[config.mk]
export PLATFORM = sky130hd
export DESIGN_NAME = linsc_top
export DESIGN_NICKNAME = d
export VERILOG_FILES = /design/src/rtl/linsc_pkg.sv /design/src/rtl/linsc_baud.sv /design/src/rtl/linsc_top.sv
export VERILOG_INCLUDE_DIRS = /design/src /design/src/rtl
export SDC_FILE = /design/constraint.sdc
export NUM_CORES = 1
export LEC_CHECK = 0
export ABC_AREA = 1
export ABC_CLOCK_PERIOD_IN_PS = 10300
export BUFFER_PORTS_ARGS = -buffer_cell sky130_fd_sc_hd__buf_4
export CAP_MARGIN = 20
export CORE_MARGIN = 3
export CORE_UTILIZATION = 35
export CTS_CLUSTER_DIAMETER = 150
export CTS_CLUSTER_SIZE = 12
export DETAILED_ROUTE_END_ITERATION = 10
export PLACE_DENSITY_LB_ADDON = 0.15
export SYNTH_ARGS = -nofsm -noshare
export SYNTH_HDL_FRONTEND = slang
export SYNTH_HIERARCHICAL = 1
export SYNTH_SLANG_ARGS = --single-unit
[constraint.sdc]
create_clock -name CLK -period 10.3 [get_ports CLK]
set_clock_uncertainty 0.1 [all_clocks]
set_input_delay 2.06 -clock CLK [delete_from_list [all_inputs] [get_ports CLK]]
set_output_delay 2.06 -clock CLK [all_outputs]
set_load 0.05 [all_outputs]
[src/rtl/linsc_consts.svh]
`ifndef LINSC_CONSTS_SVH
`define LINSC_CONSTS_SVH
// ==========================================================================
// Register byte offsets on the APB.
`define LS_OFF_STAT 8'h00
`define LS_OFF_DATA 8'h04
`define LS_OFF_BRR 8'h08
`define LS_OFF_CR1 8'h0c
`define LS_OFF_CR2 8'h10
`define LS_OFF_CR3 8'h14
`define LS_OFF_ERPR 8'h18
`define LS_OFF_TX_PRESCALER_VALUE 8'h1c
// ==========================================================================
// Reset and fixed values.
`define LS_REG_RST 8'h00
`define LS_HLR_RST 8'h00
`define LS_BRK_DATA 8'h00
// ==========================================================================
// Field positions.
`define LS_ST_TX_EMPTY_FLAG 7
`define LS_ST_TC 6
`define LS_ST_RX_FULL_FLAG 5
`define LS_ST_FE 1
`define LS_ST_PE 0
`define LS_CR1_PCE 2
`define LS_CR2_TE 3
`define LS_CR2_RE 2
`define LS_CR2_SBK 0
`define LS_CR3_HDF 7
`define LS_CR3_HIE 6
`define LS_CR3_HDM 5
`define LS_CR3_LINE 4
`define LS_CR3_SLV 3
`define LS_CR3_ASE 2
`define LS_ID_P0 6
`define LS_ID_P1 7
// ==========================================================================
// Character timing in oversampling ticks and bits.
`define LS_OS_MID 4'h7
`define LS_OS_LAST 4'hf
`define LS_DATA_LAST 4'h7
`define LS_BRK_LIN 4'hc
`define LS_BRK_STD 4'h9
// ==========================================================================
// Baud generation.
`define LS_PR_0 16'h0001
`define LS_PR_1 16'h0003
`define LS_PR_2 16'h0004
`define LS_PR_3 16'h000d
`define LS_LIN_STEP 13'h0010
// ==========================================================================
// Header character position after a break.
`define LS_HDR_NONE 2'h0
`define LS_HDR_SYNCH 2'h1
`define LS_HDR_ID 2'h2
`endif

[src/rtl/linsc_pkg.sv]
package linsc_pkg;
  typedef enum logic [2:0] {TX_IDLE, TX_START, TX_DATA, TX_STOP, TX_BRK} linsc_tx_t;
  typedef enum logic [2:0] {RX_IDLE, RX_START, RX_DATA, RX_STOP, RX_WAIT} linsc_rx_t;
  typedef struct packed {
    logic [7:0] brr;
    logic [7:0] erpr;
    logic [7:0] tx_prescaler_value;
    logic [7:0] lin_prescaler_mantissa;
    logic [3:0] lin_prescaler_fraction;
    logic lin_slave;
  } linsc_baud_cfg_t;
  typedef struct packed {
    logic [1:0][15:0] cnt;
    logic [11:0] acc;
    logic [1:0] tick;
  } linsc_bst_t;
  typedef struct packed {
    logic [1:0] rx_sync;
    logic pready;
    logic pslverr;
    logic [31:0] prdata;
    logic irq;
    logic [7:0] cr1;
    logic [7:0] cr2;
    logic [7:0] cr3;
    logic [7:0] brr;
    logic [7:0] erpr;
    logic [7:0] tx_prescaler_value;
    logic [7:0] lin_prescaler_mantissa;
    logic [3:0] lin_prescaler_fraction;
    logic tx_empty_flag;
    logic tc;
    logic rx_full_flag;
    logic fe;
    logic pe;
    logic [7:0] rx_data;
    logic [7:0] tx_data;
    logic brk_pend;
    linsc_tx_t tx_st;
    logic [7:0] tx_sh;
    logic [3:0] tx_os;
    logic [3:0] tx_bit;
    logic txd;
    linsc_rx_t rx_st;
    logic [7:0] rx_sh;
    logic [3:0] rx_os;
    logic [3:0] rx_bit;
    logic [1:0] hdr_idx;
  } linsc_st_t;
endpackage : linsc_pkg

[src/rtl/linsc_baud.sv]
`timescale 1ns/100ps
`include "linsc_consts.svh"
module linsc_baud
  import linsc_pkg::*;
(
  // Clock and reset.
  input wire logic clk,
  input wire logic rst_n,
  // Configuration.
  input wire linsc_baud_cfg_t cfg,
  // Oversampling ticks, index 0 transmit and 1 receive.
  output logic [1:0] tick
);
  linsc_bst_t st_r;
  linsc_bst_t st_nxt;
  logic [1:0][15:0] per;
  logic [11:0] lin_divider;
  logic [12:0] acc_sum;

  function automatic logic [15:0] conv(input logic [1:0] scp, input logic [2:0] sh);
    logic [15:0] pr;
    unique case (scp)
      2'h0: pr = `LS_PR_0;
      2'h1: pr = `LS_PR_1;
      2'h2: pr = `LS_PR_2;
      2'h3: pr = `LS_PR_3;
    endcase
    return pr << sh;
  endfunction : conv

  // The extended divider replaces the conventional one while non-zero. [RULE1] [RULE7]
  assign per[0] = (cfg.tx_prescaler_value != `LS_REG_RST) ? {8'h00, cfg.tx_prescaler_value} : conv(cfg.brr[7:6], cfg.brr[5:3]);
  assign per[1] = (cfg.erpr != `LS_REG_RST) ? {8'h00, cfg.erpr} : conv(cfg.brr[7:6], cfg.brr[2:0]);
  assign lin_divider = {cfg.lin_prescaler_mantissa, cfg.lin_prescaler_fraction};
  assign acc_sum = {1'h0, st_r.acc} + `LS_LIN_STEP;
  assign tick = st_r.tick;

  always_comb begin
    st_nxt = st_r;
    if (cfg.lin_slave) begin
      // One fractional divider in sixteenths feeds both directions. [RULE3] [RULE22]
      st_nxt.cnt = '0;
      st_nxt.tick = {2{acc_sum >= {1'h0, lin_divider}}};
      st_nxt.acc = st_nxt.tick[0] ? 12'(acc_sum - {1'h0, lin_divider}) : acc_sum[11:0];
    end else begin
      st_nxt.acc = '0;
      for (int ch = 0; ch < 2; ch++) begin
        st_nxt.tick[ch] = (st_r.cnt[ch] + 16'h0001) >= per[ch];
        st_nxt.cnt[ch] = st_nxt.tick[ch] ? 16'h0000 : 16'(st_r.cnt[ch] + 16'h0001);
      end
    end
  end

  always_ff @(posedge clk or negedge rst_n) begin
    if (!rst_n) begin
      st_r <= '0;
    end else begin
      st_r <= st_nxt;
    end
  end
endmodule : linsc_baud

[src/rtl/linsc_top.sv]
// Overview of operation
// (RULE1) Extended tx divider works only when non-zero, dividing the 16x stage by 1..255.
// (RULE2) Extended tx prescaler resets to zero, so that divider starts inactive.
// (RULE3) LIN slave uses one LIN baud generator for both directions.
// (RULE4) Software clears nine-bit mode and sets LIN enable to use LIN.
// (RULE5) LIN master send-break emits 13 low bits.
// (RULE6) LIN slave send-break write makes no break and no other effect; here the SBK bit is still stored in CR2.
// (RULE7) LIN master bit rate comes from conventional or extended prescalers.
// (RULE8) Software configures LIN mode before writing the LIN divider registers.
// (RULE9) Master header: break, clear break, send 0x55, wait empty, send identifier.
// (RULE10) Header detect method picks signalling after break or after identifier.
// (RULE11) Break detection: received break sets rx full with 0x00 and header flag.
// (RULE12) Header flag raises interrupt when enabled and processor mask clear.
// (RULE13) With auto resync, synch byte is measured only, no transfer, no full flag.
// (RULE14) Without auto resync, synch byte is received as an ordinary character; here only when header detect method is break (HDM clear).
// (RULE15) Identifier detection sets header and full flags after identifier arrives.
// (RULE16) During synch measurement the receiver transfers no character.
// (RULE17) LIN slave sets framing error for frame errors other than break.
// (RULE18) LIN slave parity check treats third character after break as identifier.
// (RULE19) Identifier parity sits in the two top bits of the character.
// (RULE20) Slave software should combine header detection with mute mode.
// (RULE21) LIN mode remaps header length, LIN mantissa and fraction addresses; here only in LIN slave mode (SLV set).
// (RULE22) LIN slave rate is clock over sixteen times 8.4 fixed-point divider.
// (RULE23) Parity P0 and P1 follow the LIN formulas; mismatch sets parity error.
//
// Local design decisions: the placing of the registers and the APB slave port.
`timescale 1ns/100ps
`include "linsc_consts.svh"
module linsc_top
  import linsc_pkg::*;
(
  // Clock and reset.
  input wire logic CLK,
  input wire logic ARST_N,
  // APB slave.
  input wire logic PSEL,
  input wire logic PENABLE,
  input wire logic PWRITE,
  input wire logic [7:0] PADDR,
  input wire logic [31:0] PWDATA,
  output logic [31:0] PRDATA,
  output logic PREADY,
  output logic PSLVERR,
  // Serial line.
  input wire logic RXD,
  output logic TXD,
  // Processor interrupt mask and header interrupt.
  input wire logic CPU_IRQ_MASK,
  output logic SCI_IRQ
);
  // ==========================================================================
  // Reset release
  logic [1:0] rst_sync_r;
  logic rst_n;

  always_ff @(posedge CLK or negedge ARST_N) begin
    if (!ARST_N) begin
      rst_sync_r <= 2'h0;
    end else begin
      rst_sync_r <= {rst_sync_r[0], 1'h1};
    end
  end
  assign rst_n = rst_sync_r[1];

  // ==========================================================================
  // Decoded state
  linsc_st_t st_r;
  linsc_st_t st_nxt;
  linsc_baud_cfg_t bcfg;
  logic [1:0] tick;
  logic lin_on;
  logic lin_slv;
  logic lin_mst;
  logic rx_in;
  logic apb_acc;
  logic wr;
  logic rd;
  logic char_done;
  logic brk_ev;
  logic synch_ev;
  logic id_ev;
  logic p0;
  logic p1;
  logic par_bad;
  logic [7:0] stat;
  logic [7:0] rmux;
  logic mapped;

  // Nine-bit words are not supported here, so LIN mode is the enable alone. [RULE4]
  assign lin_on = st_r.cr3[`LS_CR3_LINE];
  assign lin_slv = lin_on & st_r.cr3[`LS_CR3_SLV];
  assign lin_mst = lin_on & ~st_r.cr3[`LS_CR3_SLV];
  assign rx_in = st_r.rx_sync[1];
  assign apb_acc = PSEL & PENABLE & ~st_r.pready;
  assign wr = PSEL & PENABLE & st_r.pready & PWRITE;
  assign rd = PSEL & PENABLE & st_r.pready & ~PWRITE;
  assign char_done = (st_r.rx_st == RX_STOP) & tick[1] & (st_r.rx_os == `LS_OS_MID);
  assign brk_ev = char_done & ~rx_in & (st_r.rx_sh == `LS_BRK_DATA);
  assign synch_ev = char_done & ~brk_ev & lin_slv & (st_r.hdr_idx == `LS_HDR_SYNCH);
  assign id_ev = char_done & ~brk_ev & lin_slv & (st_r.hdr_idx == `LS_HDR_ID);
  assign p0 = st_r.rx_sh[0] ^ st_r.rx_sh[1] ^ st_r.rx_sh[2] ^ st_r.rx_sh[4];
  assign p1 = ~(st_r.rx_sh[1] ^ st_r.rx_sh[3] ^ st_r.rx_sh[4] ^ st_r.rx_sh[5]);
  // The check bits sit in the two top positions of the character. [RULE19] [RULE23]
  assign par_bad = (st_r.rx_sh[`LS_ID_P0] != p0) | (st_r.rx_sh[`LS_ID_P1] != p1);

  assign bcfg.brr = st_r.brr;
  assign bcfg.erpr = st_r.erpr;
  assign bcfg.tx_prescaler_value = st_r.tx_prescaler_value;
  assign bcfg.lin_prescaler_mantissa = st_r.lin_prescaler_mantissa;
  assign bcfg.lin_prescaler_fraction = st_r.lin_prescaler_fraction;
  // Master mode keeps the standard dividers; slave mode takes the LIN one. [RULE3] [RULE7]
  assign bcfg.lin_slave = lin_slv;

  linsc_baud u_baud (
    .clk(CLK),
    .rst_n(rst_n),
    .cfg(bcfg),
    .tick(tick)
  );

  // ==========================================================================
  // Register read view
  always_comb begin
    stat = 8'h00;
    stat[`LS_ST_TX_EMPTY_FLAG] = st_r.tx_empty_flag;
    stat[`LS_ST_TC] = st_r.tc;
    stat[`LS_ST_RX_FULL_FLAG] = st_r.rx_full_flag;
    stat[`LS_ST_FE] = st_r.fe;
    stat[`LS_ST_PE] = st_r.pe;
    mapped = 1'h1;
    rmux = 8'h00;
    case (PADDR)
      `LS_OFF_STAT: rmux = stat;
      `LS_OFF_DATA: rmux = st_r.rx_data;
      `LS_OFF_BRR: rmux = lin_slv ? st_r.lin_prescaler_mantissa : st_r.brr; // [RULE21]
      `LS_OFF_CR1: rmux = st_r.cr1;
      `LS_OFF_CR2: rmux = st_r.cr2;
      `LS_OFF_CR3: rmux = st_r.cr3;
      `LS_OFF_ERPR: rmux = lin_slv ? `LS_HLR_RST : st_r.erpr; // [RULE21]
      `LS_OFF_TX_PRESCALER_VALUE: rmux = lin_slv ? {4'h0, st_r.lin_prescaler_fraction} : st_r.tx_prescaler_value; // [RULE21]
      default: mapped = 1'h0;
    endcase
  end

  // ==========================================================================
  // Next state
  always_comb begin
    st_nxt = st_r;
    st_nxt.rx_sync = {st_r.rx_sync[0], RXD};
    // One wait state: the answer is registered in the first access cycle.
    st_nxt.pready = apb_acc;
    st_nxt.pslverr = apb_acc & ~mapped;
    st_nxt.prdata = (apb_acc & ~PWRITE) ? {24'h000000, rmux} : 32'h00000000;
    st_nxt.irq = st_r.cr3[`LS_CR3_HDF] & st_r.cr3[`LS_CR3_HIE] & ~CPU_IRQ_MASK; // [RULE12]

    // Transmitter. It runs before the bus so that a data write in the same
    // cycle as a load is kept as the next pending character.
    if (tick[0]) begin
      unique case (st_r.tx_st)
        TX_IDLE: begin
          st_nxt.tx_os = 4'h0;
          st_nxt.tx_bit = 4'h0;
          if (st_r.cr2[`LS_CR2_TE] && st_r.brk_pend) begin
            st_nxt.brk_pend = 1'h0;
            st_nxt.txd = 1'h0;
            st_nxt.tx_st = TX_BRK; // [RULE5]
          end else if (st_r.cr2[`LS_CR2_TE] && !st_r.tx_empty_flag) begin
            // The empty flag lets a master queue the identifier after 0x55. [RULE9]
            st_nxt.tx_sh = st_r.tx_data;
            st_nxt.tx_empty_flag = 1'h1;
            st_nxt.txd = 1'h0;
            st_nxt.tx_st = TX_START;
          end
        end
        TX_START: begin
          st_nxt.tx_os = st_r.tx_os + 4'h1;
          if (st_r.tx_os == `LS_OS_LAST) begin
            st_nxt.txd = st_r.tx_sh[0];
            st_nxt.tx_st = TX_DATA;
          end
        end
        TX_DATA: begin
          st_nxt.tx_os = st_r.tx_os + 4'h1;
          if (st_r.tx_os == `LS_OS_LAST) begin
            if (st_r.tx_bit == `LS_DATA_LAST) begin
              st_nxt.txd = 1'h1;
              st_nxt.tx_st = TX_STOP;
            end else begin
              st_nxt.tx_sh = {1'h0, st_r.tx_sh[7:1]};
              st_nxt.txd = st_r.tx_sh[1];
              st_nxt.tx_bit = st_r.tx_bit + 4'h1;
            end
          end
        end
        TX_STOP: begin
          st_nxt.tx_os = st_r.tx_os + 4'h1;
          if (st_r.tx_os == `LS_OS_LAST) begin
            st_nxt.tc = st_r.tx_empty_flag;
            st_nxt.tx_st = TX_IDLE;
          end
        end
        TX_BRK: begin
          st_nxt.tx_os = st_r.tx_os + 4'h1;
          if (st_r.tx_os == `LS_OS_LAST) begin
            if (st_r.tx_bit == (lin_on ? `LS_BRK_LIN : `LS_BRK_STD)) begin
              st_nxt.txd = 1'h1;
              st_nxt.tx_st = TX_STOP;
            end else begin
              st_nxt.tx_bit = st_r.tx_bit + 4'h1;
            end
          end
        end
      endcase
    end

    // Bus writes and read side effects take place at the completing edge.
    if (wr) begin
      case (PADDR)
        `LS_OFF_DATA: begin
          st_nxt.tx_data = PWDATA[7:0];
          st_nxt.tx_empty_flag = 1'h0;
          st_nxt.tc = 1'h0;
        end
        `LS_OFF_BRR: begin
          if (lin_slv) begin
            st_nxt.lin_prescaler_mantissa = PWDATA[7:0]; // [RULE21]
          end else begin
            st_nxt.brr = PWDATA[7:0];
          end
        end
        `LS_OFF_CR1: st_nxt.cr1 = PWDATA[7:0];
        `LS_OFF_CR2: begin
          st_nxt.cr2 = PWDATA[7:0];
          // A slave queues no break; the SBK bit is still stored in CR2. [RULE5] [RULE6]
          if (!st_r.cr2[`LS_CR2_SBK] && PWDATA[`LS_CR2_SBK] && !lin_slv) begin
            st_nxt.brk_pend = 1'h1;
          end
        end
        `LS_OFF_CR3: begin
          st_nxt.cr3 = PWDATA[7:0];
          st_nxt.cr3[`LS_CR3_HDF] = st_r.cr3[`LS_CR3_HDF] & PWDATA[`LS_CR3_HDF];
        end
        `LS_OFF_ERPR: begin
          if (!lin_slv) begin
            st_nxt.erpr = PWDATA[7:0];
          end
        end
        `LS_OFF_TX_PRESCALER_VALUE: begin
          if (lin_slv) begin
            st_nxt.lin_prescaler_fraction = PWDATA[3:0]; // [RULE21]
          end else begin
            st_nxt.tx_prescaler_value = PWDATA[7:0];
          end
        end
        default: ;
      endcase
    end
    if (rd && PADDR == `LS_OFF_DATA) begin
      st_nxt.rx_full_flag = 1'h0;
      st_nxt.fe = 1'h0;
      st_nxt.pe = 1'h0;
    end

    // Receiver. It runs after the bus so that a flag set by a character
    // wins over a clear in the same cycle.
    if (tick[1]) begin
      unique case (st_r.rx_st)
        RX_IDLE: begin
          st_nxt.rx_os = 4'h0;
          st_nxt.rx_bit = 4'h0;
          if (st_r.cr2[`LS_CR2_RE] && !rx_in) begin
            st_nxt.rx_st = RX_START;
          end
        end
        RX_START: begin
          st_nxt.rx_os = st_r.rx_os + 4'h1;
          if (st_r.rx_os == `LS_OS_MID && rx_in) begin
            st_nxt.rx_st = RX_IDLE;
          end else if (st_r.rx_os == `LS_OS_LAST) begin
            st_nxt.rx_st = RX_DATA;
          end
        end
        RX_DATA: begin
          st_nxt.rx_os = st_r.rx_os + 4'h1;
          if (st_r.rx_os == `LS_OS_MID) begin
            st_nxt.rx_sh = {rx_in, st_r.rx_sh[7:1]};
          end
          if (st_r.rx_os == `LS_OS_LAST) begin
            if (st_r.rx_bit == `LS_DATA_LAST) begin
              st_nxt.rx_st = RX_STOP;
            end else begin
              st_nxt.rx_bit = st_r.rx_bit + 4'h1;
            end
          end
        end
        RX_STOP: begin
          st_nxt.rx_os = st_r.rx_os + 4'h1;
          if (st_r.rx_os == `LS_OS_MID) begin
            st_nxt.rx_st = rx_in ? RX_IDLE : RX_WAIT;
          end
        end
        RX_WAIT: begin
          if (rx_in) begin
            st_nxt.rx_st = RX_IDLE;
          end
        end
      endcase
    end

    // Character evaluation and LIN header tracking.
    if (brk_ev) begin
      st_nxt.hdr_idx = `LS_HDR_SYNCH; // [RULE18]
      if (!lin_slv) begin
        st_nxt.fe = 1'h1;
        st_nxt.rx_full_flag = 1'h1;
        st_nxt.rx_data = `LS_BRK_DATA;
      end else if (!st_r.cr3[`LS_CR3_HDM]) begin
        st_nxt.rx_full_flag = 1'h1; // [RULE10] [RULE11]
        st_nxt.rx_data = `LS_BRK_DATA;
        st_nxt.cr3[`LS_CR3_HDF] = 1'h1;
      end
    end else if (char_done) begin
      if (!rx_in) begin
        st_nxt.fe = 1'h1; // [RULE17]
      end
      if (synch_ev) begin
        st_nxt.hdr_idx = `LS_HDR_ID;
        // While the synch field is measured nothing reaches the data register.
        if (!st_r.cr3[`LS_CR3_ASE] && !st_r.cr3[`LS_CR3_HDM]) begin
          st_nxt.rx_full_flag = 1'h1; // [RULE14]
          st_nxt.rx_data = st_r.rx_sh;
        end // [RULE13] [RULE16]
      end else begin
        st_nxt.hdr_idx = `LS_HDR_NONE;
        st_nxt.rx_full_flag = 1'h1;
        st_nxt.rx_data = st_r.rx_sh;
        if (id_ev && st_r.cr3[`LS_CR3_HDM]) begin
          st_nxt.cr3[`LS_CR3_HDF] = 1'h1; // [RULE10] [RULE15]
        end
        if (id_ev && st_r.cr1[`LS_CR1_PCE] && par_bad) begin
          st_nxt.pe = 1'h1; // [RULE18] [RULE23]
        end
      end
    end
  end

  // ==========================================================================
  // State register
  always_ff @(posedge CLK or negedge rst_n) begin
    if (!rst_n) begin
      st_r <= '0;
      st_r.rx_sync <= 2'h3;
      st_r.tx_empty_flag <= 1'h1;
      st_r.tc <= 1'h1;
      st_r.txd <= 1'h1;
      st_r.tx_prescaler_value <= `LS_REG_RST; // [RULE2]
    end else begin
      st_r <= st_nxt;
    end
  end

  assign PRDATA = st_r.prdata;
  assign PREADY = st_r.pready;
  assign PSLVERR = st_r.pslverr;
  assign TXD = st_r.txd;
  assign SCI_IRQ = st_r.irq;
endmodule : linsc_top

==> results of run 1 <==
per-layer routing:
metal	vias to the layer above	share of wire, %	GRT usage [%]
li1	4690	-	-
met3	10	3.5	2.795
met4	0	0.65	3.336
met5	-	0	0
met2	142	44	25.65
met1	4224	52	24.30
placed cells by master, fill, tap and decap left out, types with 4 or more instances in the layout:
cell         n
nand3_1     67
nand2_2     16
ha_1        42
o21ai_2     21
a21oi_1     54
buf_4       35
inv_2       19
inv_1      162
o21bai_1     5
nand3_2      6
xor2_1      29
nand2_1    412
nand2_4      5
nor2_2      31
nand4_2      4
dfrtp_1    178
xnor2_1      8
nor3_1       9
nor2_4      16
nor2_1     137
o21ai_0     48
a221oi_1     4
clkbuf_16   17
nand4_1     34
o21ai_1     52
conb_1      35
dfstp_2      5
o31ai_1      9
cells by family after synthesis:
family | synth area share (%)
compound gates | 10.91
simple gates | 30.28
mux | 0.1885
other cells | 0.09977
xor+xnor | 2.871
fa+ha+maj | 4.834
flops | 40.85
buf+inv | 9.967
how the worst max path moves through the flow:
stage                            to  cells past startpoint  slack [ns]
after CTS                 PRDATA[2]                     10        6.94
after detailed placement  PRDATA[2]                     10        6.47
after global placement    PRDATA[2]                     10        6.45
after global routing      st_r[106]                      9        6.83
final                     st_r[106]                      9        6.93
after floorplan           PRDATA[0]                      0        4.70
sequential cells by signal, summed over array words and instances, names as in the netlist:
name	cells
st_r	85
u_baud/st_r	44
bcfg	36
PRDATA	8
rst_sync_r	2
u_baud/tick	2
PREADY	1
PSLVERR	1
SCI_IRQ	1
TXD	1
lin_on	1
rx_in	1
st_nxt	1
power breakdown:
part | total [mW] | internal, mW | leakage [nW] | switching [mW]
Sequential | 0.827 | 0.776 | 2.44 | 0.0507
Clock | 0.690 | 0.395 | 0.285 | 0.295
Combinational | 0.356 | 0.112 | 3.36 | 0.244
Total | 1.87 | 1.28 | 6.09 | 0.590
area by class of cell:
class | count | area, um2 | share of cell area (%)
Tap cell | 402 | 503.0 | 4.070
Clock inverter | 10 | 143.9 | 1.164
Inverter | 183 | 688.2 | 5.568
Multi-Input combinational cell | 1073 | 5670 | 45.88
Timing Repair Buffer | 36 | 282.8 | 2.288
Clock buffer | 20 | 456.7 | 3.695
Sequential cell | 184 | 4614 | 37.34
through the flow:
stage | setup WS (ns) | cells | hold WS (ns) | cell area [um2] | total power, mW
finish | 6.930 | 1908 | 0.2538 | 12360 | 1.873
global route | 6.832 | 1908 | 0.2608 | 12360 | 1.994
CTS | 6.938 | 1908 | 0.2574 | 12360 | 1.904
detailed placement | 6.469 | 1878 | 0.2405 | 11760 | 1.200
global placement | 6.445 | 1878 | 0.2377 | 11760 | 1.196
floorplan | 4.702 | 1495 | 0.2312 | 11410 | 1.130
==> metrics.txt, run 1 <==
TritonRoute pass-1 iters=5; post-CTS setup buffers=0; delay-heaviest family, CP=simple AND/OR/NAND/NOR gates; first-pass GRT wire length=45150 um; CTS clk-pin slew, worst paths=0.08 ns; final net count=1585; Worst Path Buf+Inv=2; outcome=completed; FF-to-FF End=u_baud/st_r[22]; startpoint types=input port; post-route core utilization=39.07%; Mapped Area=11290 um2; TritonCTS Sinks=184; FF-to-FF setup slack=7.22 ns; CTS Buf Count=17; ys flop type=dfrtp_1; routability cong.=0.8193; Worst Hold Path Cells=0; DIE AREA=34440 um2; Worst setup EP type=register; share of layout cells above drive strength 1=13.48%; Syn Inst Count=1463; slowest cell delay on critical path=0.27 ns; vias in the first global route=8607; worst-path cell chain=buf_4 > nor2_1 > nand2_2 > nor2_1 > nand2_1 > inv_2 > nand2_2 > o21ai_0 > nand3_1; Final setup viols=0; Crit Path Max Fanout=15; synthesis-to-layout area growth=9.513%; Total GRT Usage=16.50%; final setup TNS=0 ns; # IOs=83; worst r2r path cells=18; DR iter-0 viols=506; Pwr Density=151.5 nW/um2; Setup crit start=PADDR[5]; static leakage=6.089 nW; Final Hold Viols=0; CTS tree=built; Final Cycle Share=32.72%; Hold Path Sink=rst_sync_r[1]; register bit total from synthesis=184; drt total wl=27420 um; async set or reset register ratio after synthesis=100.0%; Root Driver=clkbuf_16; worst-skew pair later-pin latency=0.44 ns; unrepaired setup endpoints after global routing=false; routed len/inst=14.37 um; CTS Hold Bufs=0; number of fill cells=3298; die width=185.6 um; Worst-Margin Slew=0.8109 ns; Yosys cell types=50; initial antenna violation count=0; Critical Path RT=10.52 ns; Die H=185.6 um; clk buf depth=2; post-synth top area share=39.69%; Tmin final=3.370 ns; Seq/Total Area, Yosys=40.85%; Peak VDD IR=0.1117 mV; HP Class=register to register; top cells by count, synth=nand2_1 (412), dfrtp_1 (179), inv_1 (162); ranking of synthesized cells by area=dfrtp_1 (40%), nand2_1 (14%), inv_1 (5.4%); port bufs=34; Worst slew margin=45.94%; Routed Antenna Nets=0; kind of critical path=input port to register; YS warnings=6; via count=9066; DRC viols=0; Max Slew Vio Count=0; cell taking the most area after synthesis=dfrtp_1; Resized Gates After CTS=0; CP max-delay cell=nand2_1; H-tree depth=4; total grt overflow=0; ant diodes=0; Rows=65; Core Area=31640 um2; via/cell ratio=4.752; most frequent cell after synthesis=nand2_1; Starting Density=35.67%; largest net degree at the start of global routing=125; Avg Cell Area, Syn=7.714 um2; reg2reg start=bcfg[36]; Max Clock Freq=296.7 MHz; min-delay src=rst_sync_r[0]; number of enable flip-flop cells after synthesis=0; crit path DAT=3.59 ns; # Max-Cap Violations=0; Detailed Place HPWL=20310 um
Power figures use the tool's default switching activity.
==> run 2: changes to the inputs <==
- ABC_CLOCK_PERIOD_IN_PS: 10300 -> 3340
- clock period: 10.3 -> 3.34 ns (I/O delays scaled with it)
==> run 2 against run 1 <==
  * Combinational power rose to 3.1 times the previous value
  * Via count up 0.51%
  * First-iteration DRC count increased by 41%
  * Non-clock buffer count increased by 6
  * Critical path depth up 8
  * Sequential share of layout area decreased by 0.21 points
  * Largest power group unchanged
==> metrics.txt, run 2 (synthesis results as in run 1) <==
outcome=completed; Design Area, Final=12430 um2; CTS tree=built; Routed Antenna Nets=0; routability cong.=0.8675; drt total wl=27780 um; synthesis-to-layout area growth=10.13%; startpoint types=register; static leakage=6.137 nW; port bufs=34; Die H=185.6 um; routed len/inst=14.50 um; ant diodes=0; Worst slew margin=60.28%; Critical Path RT=3.60 ns; DIE AREA=34440 um2; Tmin final=2.912 ns; Pwr Density=461.8 nW/um2; slowest cell delay on critical path=0.45 ns; post-CTS setup buffers=0; final setup TNS=0 ns; Core Area=31640 um2; H-tree depth=4; Max Slew Vio Count=0; HP Class=register to asynchronous set/reset pin; Total GRT Usage=17.10%; post-route core utilization=39.29%; commonest non-fill, non-tap cell in the layout=nand2_1; DR iter-0 viols=715; Final setup viols=0; first-pass GRT wire length=46610 um; Worst Hold Slack=0.1199 ns; max FFs per register=85; CTS Buf Count=17; TritonRoute pass-1 iters=5; # IOs=83; total grt overflow=0; initial antenna violation count=0; crit-path most repeated cell=nand2_1; Max Clock Freq=343.4 MHz; Most flops, register=st_r; Root Driver=clkbuf_16; vias in the first global route=8646; Starting Density=35.67%; Final Hold Viols=0; CTS clk-pin slew, worst paths=0.08 ns; kind of critical path=register to register; die width=185.6 um; # Max-Cap Violations=0; Rows=65; clk buf depth=2; share of layout cells above drive strength 1=13.94%; placed cell areas=11810 um2; unrepaired setup endpoints after global routing=false; Worst-Margin Slew=0.5944 ns; Worst setup EP type=register; final net count=1591; CP max-delay cell=dfrtp_1; DRC viols=0; TritonCTS Sinks=184; Final Cycle Share=87.20%; number of fill cells=3272; crit path DAT=3.17 ns; largest net degree at the start of global routing=71; Detailed Place HPWL=20950 um; worst-skew pair later-pin latency=0.45 ns; worst-path cell chain=inv_1 > nor2_1 > or2_2 > o21ai_0 > a21oi_1 > ha_1 > nand2_1 > nor2_1 > nor2_1 > nand2_1 > nand2_1 > nand2_1 > nand2_1 > nand2_1 > nand2_1 > nand4_2 > nor2_1; via count=9112; Crit Path Max Fanout=11; Peak VDD IR=0.3579 mV; via/cell ratio=4.756; commonest cells after routing, fill and taps aside=nand2_1 (412), dfrtp_1 (178), inv_1 (162)
-- run 2: area by class of cell --
| cell class | count | area, um2 | share of cell area [%] |
|---|---|---|---|
| clock buffer | 17 | 425.4 | 3.423 |
| multi-input combinational | 1073 | 5679 | 45.69 |
| inverter | 183 | 688.2 | 5.537 |
| sequential | 184 | 4614 | 37.13 |
| tap | 402 | 503.0 | 4.047 |
| clock inverter | 15 | 176.4 | 1.419 |
| timing repair buffer | 42 | 342.8 | 2.758 |
-- run 2: repair_timing --
action | in CTS | in global routing
hold buffers | 1 | 0
endpoints found under the setup margin | 0 | 9
endpoints found under the hold margin | 2 | 0
resized for setup | 0 | 1
-- run 2: worst max-delay path: cells and delay by family (launching register included) --
family,cells,cell delay [ns]
adder cells (fa/ha/maj),1,0.29
buffers and inverters,1,0.13
AND/OR/NAND/NOR,13,1.50
flip-flops,1,0.45
AO/OA/AOI/OAI,2,0.39
-- run 2: per-layer routing --
metal	share of wire, %	GRT usage, %	routed length, um
met1	51	25.40	14270
met2	44	26.11	12150
met3	4.0	3.146	1098
met4	0.93	3.604	259
met5	0	0	0
-- run 2: stage by stage --
step | std cells | power, mW | setup WS (ns)
floorplan | 1495 | 3.483 | 0.2081
global placement | 1883 | 3.693 | 0.3725
detailed placement | 1883 | 3.709 | 0.3702
CTS | 1916 | 5.832 | 0.3271
global route | 1916 | 6.106 | 0.1138
finish | 1916 | 5.739 | 0.4276
-- run 2: worst paths after layout --
| path | from | to | slack, ns | depth (start not counted) |
|---|---|---|---|---|
| max | bcfg[36] | u_baud/st_r[30] | 0.43 | 17 |
| max in group asynchronous | rst_sync_r[1] | bcfg[17] | 2.14 | 2 |
| min | rst_sync_r[1] | st_r[5] | 0.12 | 0 |
| max reg2reg | bcfg[36] | u_baud/st_r[30] | 0.43 | 17 |
| min in group CLK | RXD | st_nxt[159] | 0.22 | 1 |
| min reg2reg | rst_sync_r[1] | st_r[5] | 0.12 | 0 |
-- run 2: power breakdown --
group | leakage, nW | total, mW | switching (mW) | internal [mW]
logic | 3.40 | 1.11 | 0.759 | 0.352
clock network | 0.296 | 2.09 | 1.01 | 1.07
registers | 2.44 | 2.54 | 0.151 | 2.39
total | 6.14 | 5.74 | 1.92 | 3.82
==> run 3: changes to the inputs <==
- BUFFER_PORTS_ARGS: -buffer_cell sky130_fd_sc_hd__buf_4 -> -buffer_cell sky130_fd_sc_hd__clkbuf_2
- PLACE_DENSITY: unset -> 0.6
- PLACE_DENSITY_LB_ADDON: 0.15 -> unset
==> run 3 against run 2 <==
  * Non-clock buffer count decreased by 3
  * Global-route usage is 0.94 points lower
  * Fmax grew 1.1%
  * Critical path type unchanged
  * Count of clock-buffer cells in the layout stayed put
==> metrics.txt, run 3 (synthesis results as in run 1) <==
CTS tree=built; ant diodes=0; Final Cycle Share=86.22%; Die H=185.6 um; worst-skew pair later-pin latency=0.44 ns; Max Clock Freq=347.3 MHz; FF/Latch Area=4614 um2; crit path DAT=3.06 ns; unrepaired setup endpoints after global routing=false; initial antenna violation count=1; DRC viols=0; worst-path cell chain=ha_1 > nand2_1 > nor2_2 > xnor2_1 > inv_1 > ha_1 > inv_2 > o21ai_1 > nor2_1 > nor2_1 > nor2_4 > nand3_4 > nand2_1 > nand2_1; Peak VDD IR=0.3449 mV; slowest cell delay on critical path=0.40 ns; routed len/inst=13.88 um; Root Driver=clkbuf_16; commonest cells after routing, fill and taps aside=nand2_1 (412), dfrtp_1 (178), inv_1 (162); CTS clk-pin slew, worst paths=0.09 ns; DR iter-0 viols=698; vias in the first global route=8855; die width=185.6 um; crit-path most repeated cell=nand2_1; Most flops, register=st_r; non-filler instance count after layout=1913; # IOs=83; drt total wl=26560 um; max FFs per register=85; TritonCTS Sinks=184; Detailed Place HPWL=19820 um; Final setup viols=0; kind of critical path=register to register; commonest non-fill, non-tap cell in the layout=nand2_1; share of layout cells above drive strength 1=13.77%; via/cell ratio=4.800; DIE AREA=34440 um2; Worst-Margin Slew=0.6092 ns; placed insts=1880; routability cong.=0.8364; Final Hold Viols=0; H-tree depth=4; Rows=65; CP max-delay cell=dfrtp_1; port bufs=34; TritonRoute pass-1 iters=5; outcome=completed; final net count=1588; footprint of the multi-input gates=5679 um2; Pwr Density=461.0 nW/um2; Max Slew Vio Count=0; CTS Buf Count=17; final setup TNS=0 ns; total grt overflow=0; Core Area=31640 um2; # Max-Cap Violations=0; Worst slew margin=59.34%; Worst setup EP type=register; Total GRT Usage=16.16%; Routed Antenna Nets=0; clk buf depth=2; Starting Density=35.67%; first-pass GRT wire length=44670 um; startpoint types=register; Tmin final=2.880 ns; number of fill cells=3219; Critical Path RT=3.52 ns; static leakage=6.080 nW; Crit Path Max Fanout=14; synthesis-to-layout area growth=9.024%; via count=9182; largest net degree at the start of global routing=88; HP Class=register to asynchronous set/reset pin
-- run 3: cell types whose count changed in the layout (fill, tap and decap cells not counted), sizes merged --
cell / previous run / this run
buf: 41 / 4
bufinv: 1 / 0
clkbuf: 17 / 51
clkinv: 8 / 6
clkinvlp: 0 / 3
-- run 3: report_power, final --
| part | switching (mW) | internal [mW] |
|---|---|---|
| clock network | 1.03 | 1.00 |
| registers | 0.150 | 2.39 |
| logic | 0.763 | 0.339 |
| total | 1.94 | 3.73 |
-- run 3: layout make-up --
| type | count | area share, % |
|---|---|---|
| Multi-Input combinational cell | 1073 | 46.16 |
| Sequential cell | 184 | 37.50 |
| Inverter | 183 | 5.593 |
| Tap cell | 402 | 4.088 |
| Clock buffer | 17 | 3.457 |
| Timing Repair Buffer | 39 | 1.912 |
| Clock inverter | 15 | 1.291 |
-- run 3: stage by stage --
step	hold WS (ns)	area [um2]	power (mW)	setup WS, ns	utilization (%)
floorplan	0.2311	11410	3.483	0.2081	-
global placement	0.1517	11700	3.660	0.4602	36.99
detailed placement	0.1487	11700	3.691	0.4246	36.99
CTS	0.1553	12300	5.740	0.3744	38.86
global route	0.1675	12300	6.030	0.08727	38.89
finish	0.1356	12300	5.673	0.4603	38.89
-- run 3: worst max-delay path, delay by kind of cell, from the launching register on --
kind / cells / cell delay [ns]
buffers and inverters: 2 / 0.15
xor gates and xnor gates: 1 / 0.17
and+or+nand+nor: 8 / 1.29
adders and majority gates: 2 / 0.51
AOI/OAI and AO/OA: 1 / 0.09
DFF: 1 / 0.40
-- run 3: path summary, 6_finish.rpt --
kind / from / to / slack, ns / depth (start not counted)
worst max-delay path: u_baud/st_r[6] / u_baud/tick[0] / 0.46 / 14
worst min-delay path: rst_sync_r[1] / u_baud/st_r[36] / 0.14 / 0
worst max register to register: u_baud/st_r[6] / u_baud/tick[0] / 0.46 / 14
worst min register to register: rst_sync_r[1] / u_baud/st_r[36] / 0.14 / 0
max in group asynchronous: rst_sync_r[1] / st_r[61] / 2.20 / 1
min in group CLK: RXD / st_nxt[159] / 0.23 / 1
-- run 3: repair_timing --
item,in CTS,in global routing
gates resized for setup,0,1
hold endpoints to repair,2,0
hold buffers,1,0
setup buffers,0,0
endpoints found under the setup margin,0,8
-- run 3: per-layer routing --
layer	wire, um	part of all wire [%]	GRT usage [%]
met5	13	0.049	0
met4	374	1.4	4.349
met3	1134	4.3	2.834
met2	11610	44	24.86
met1	13430	51	23.54
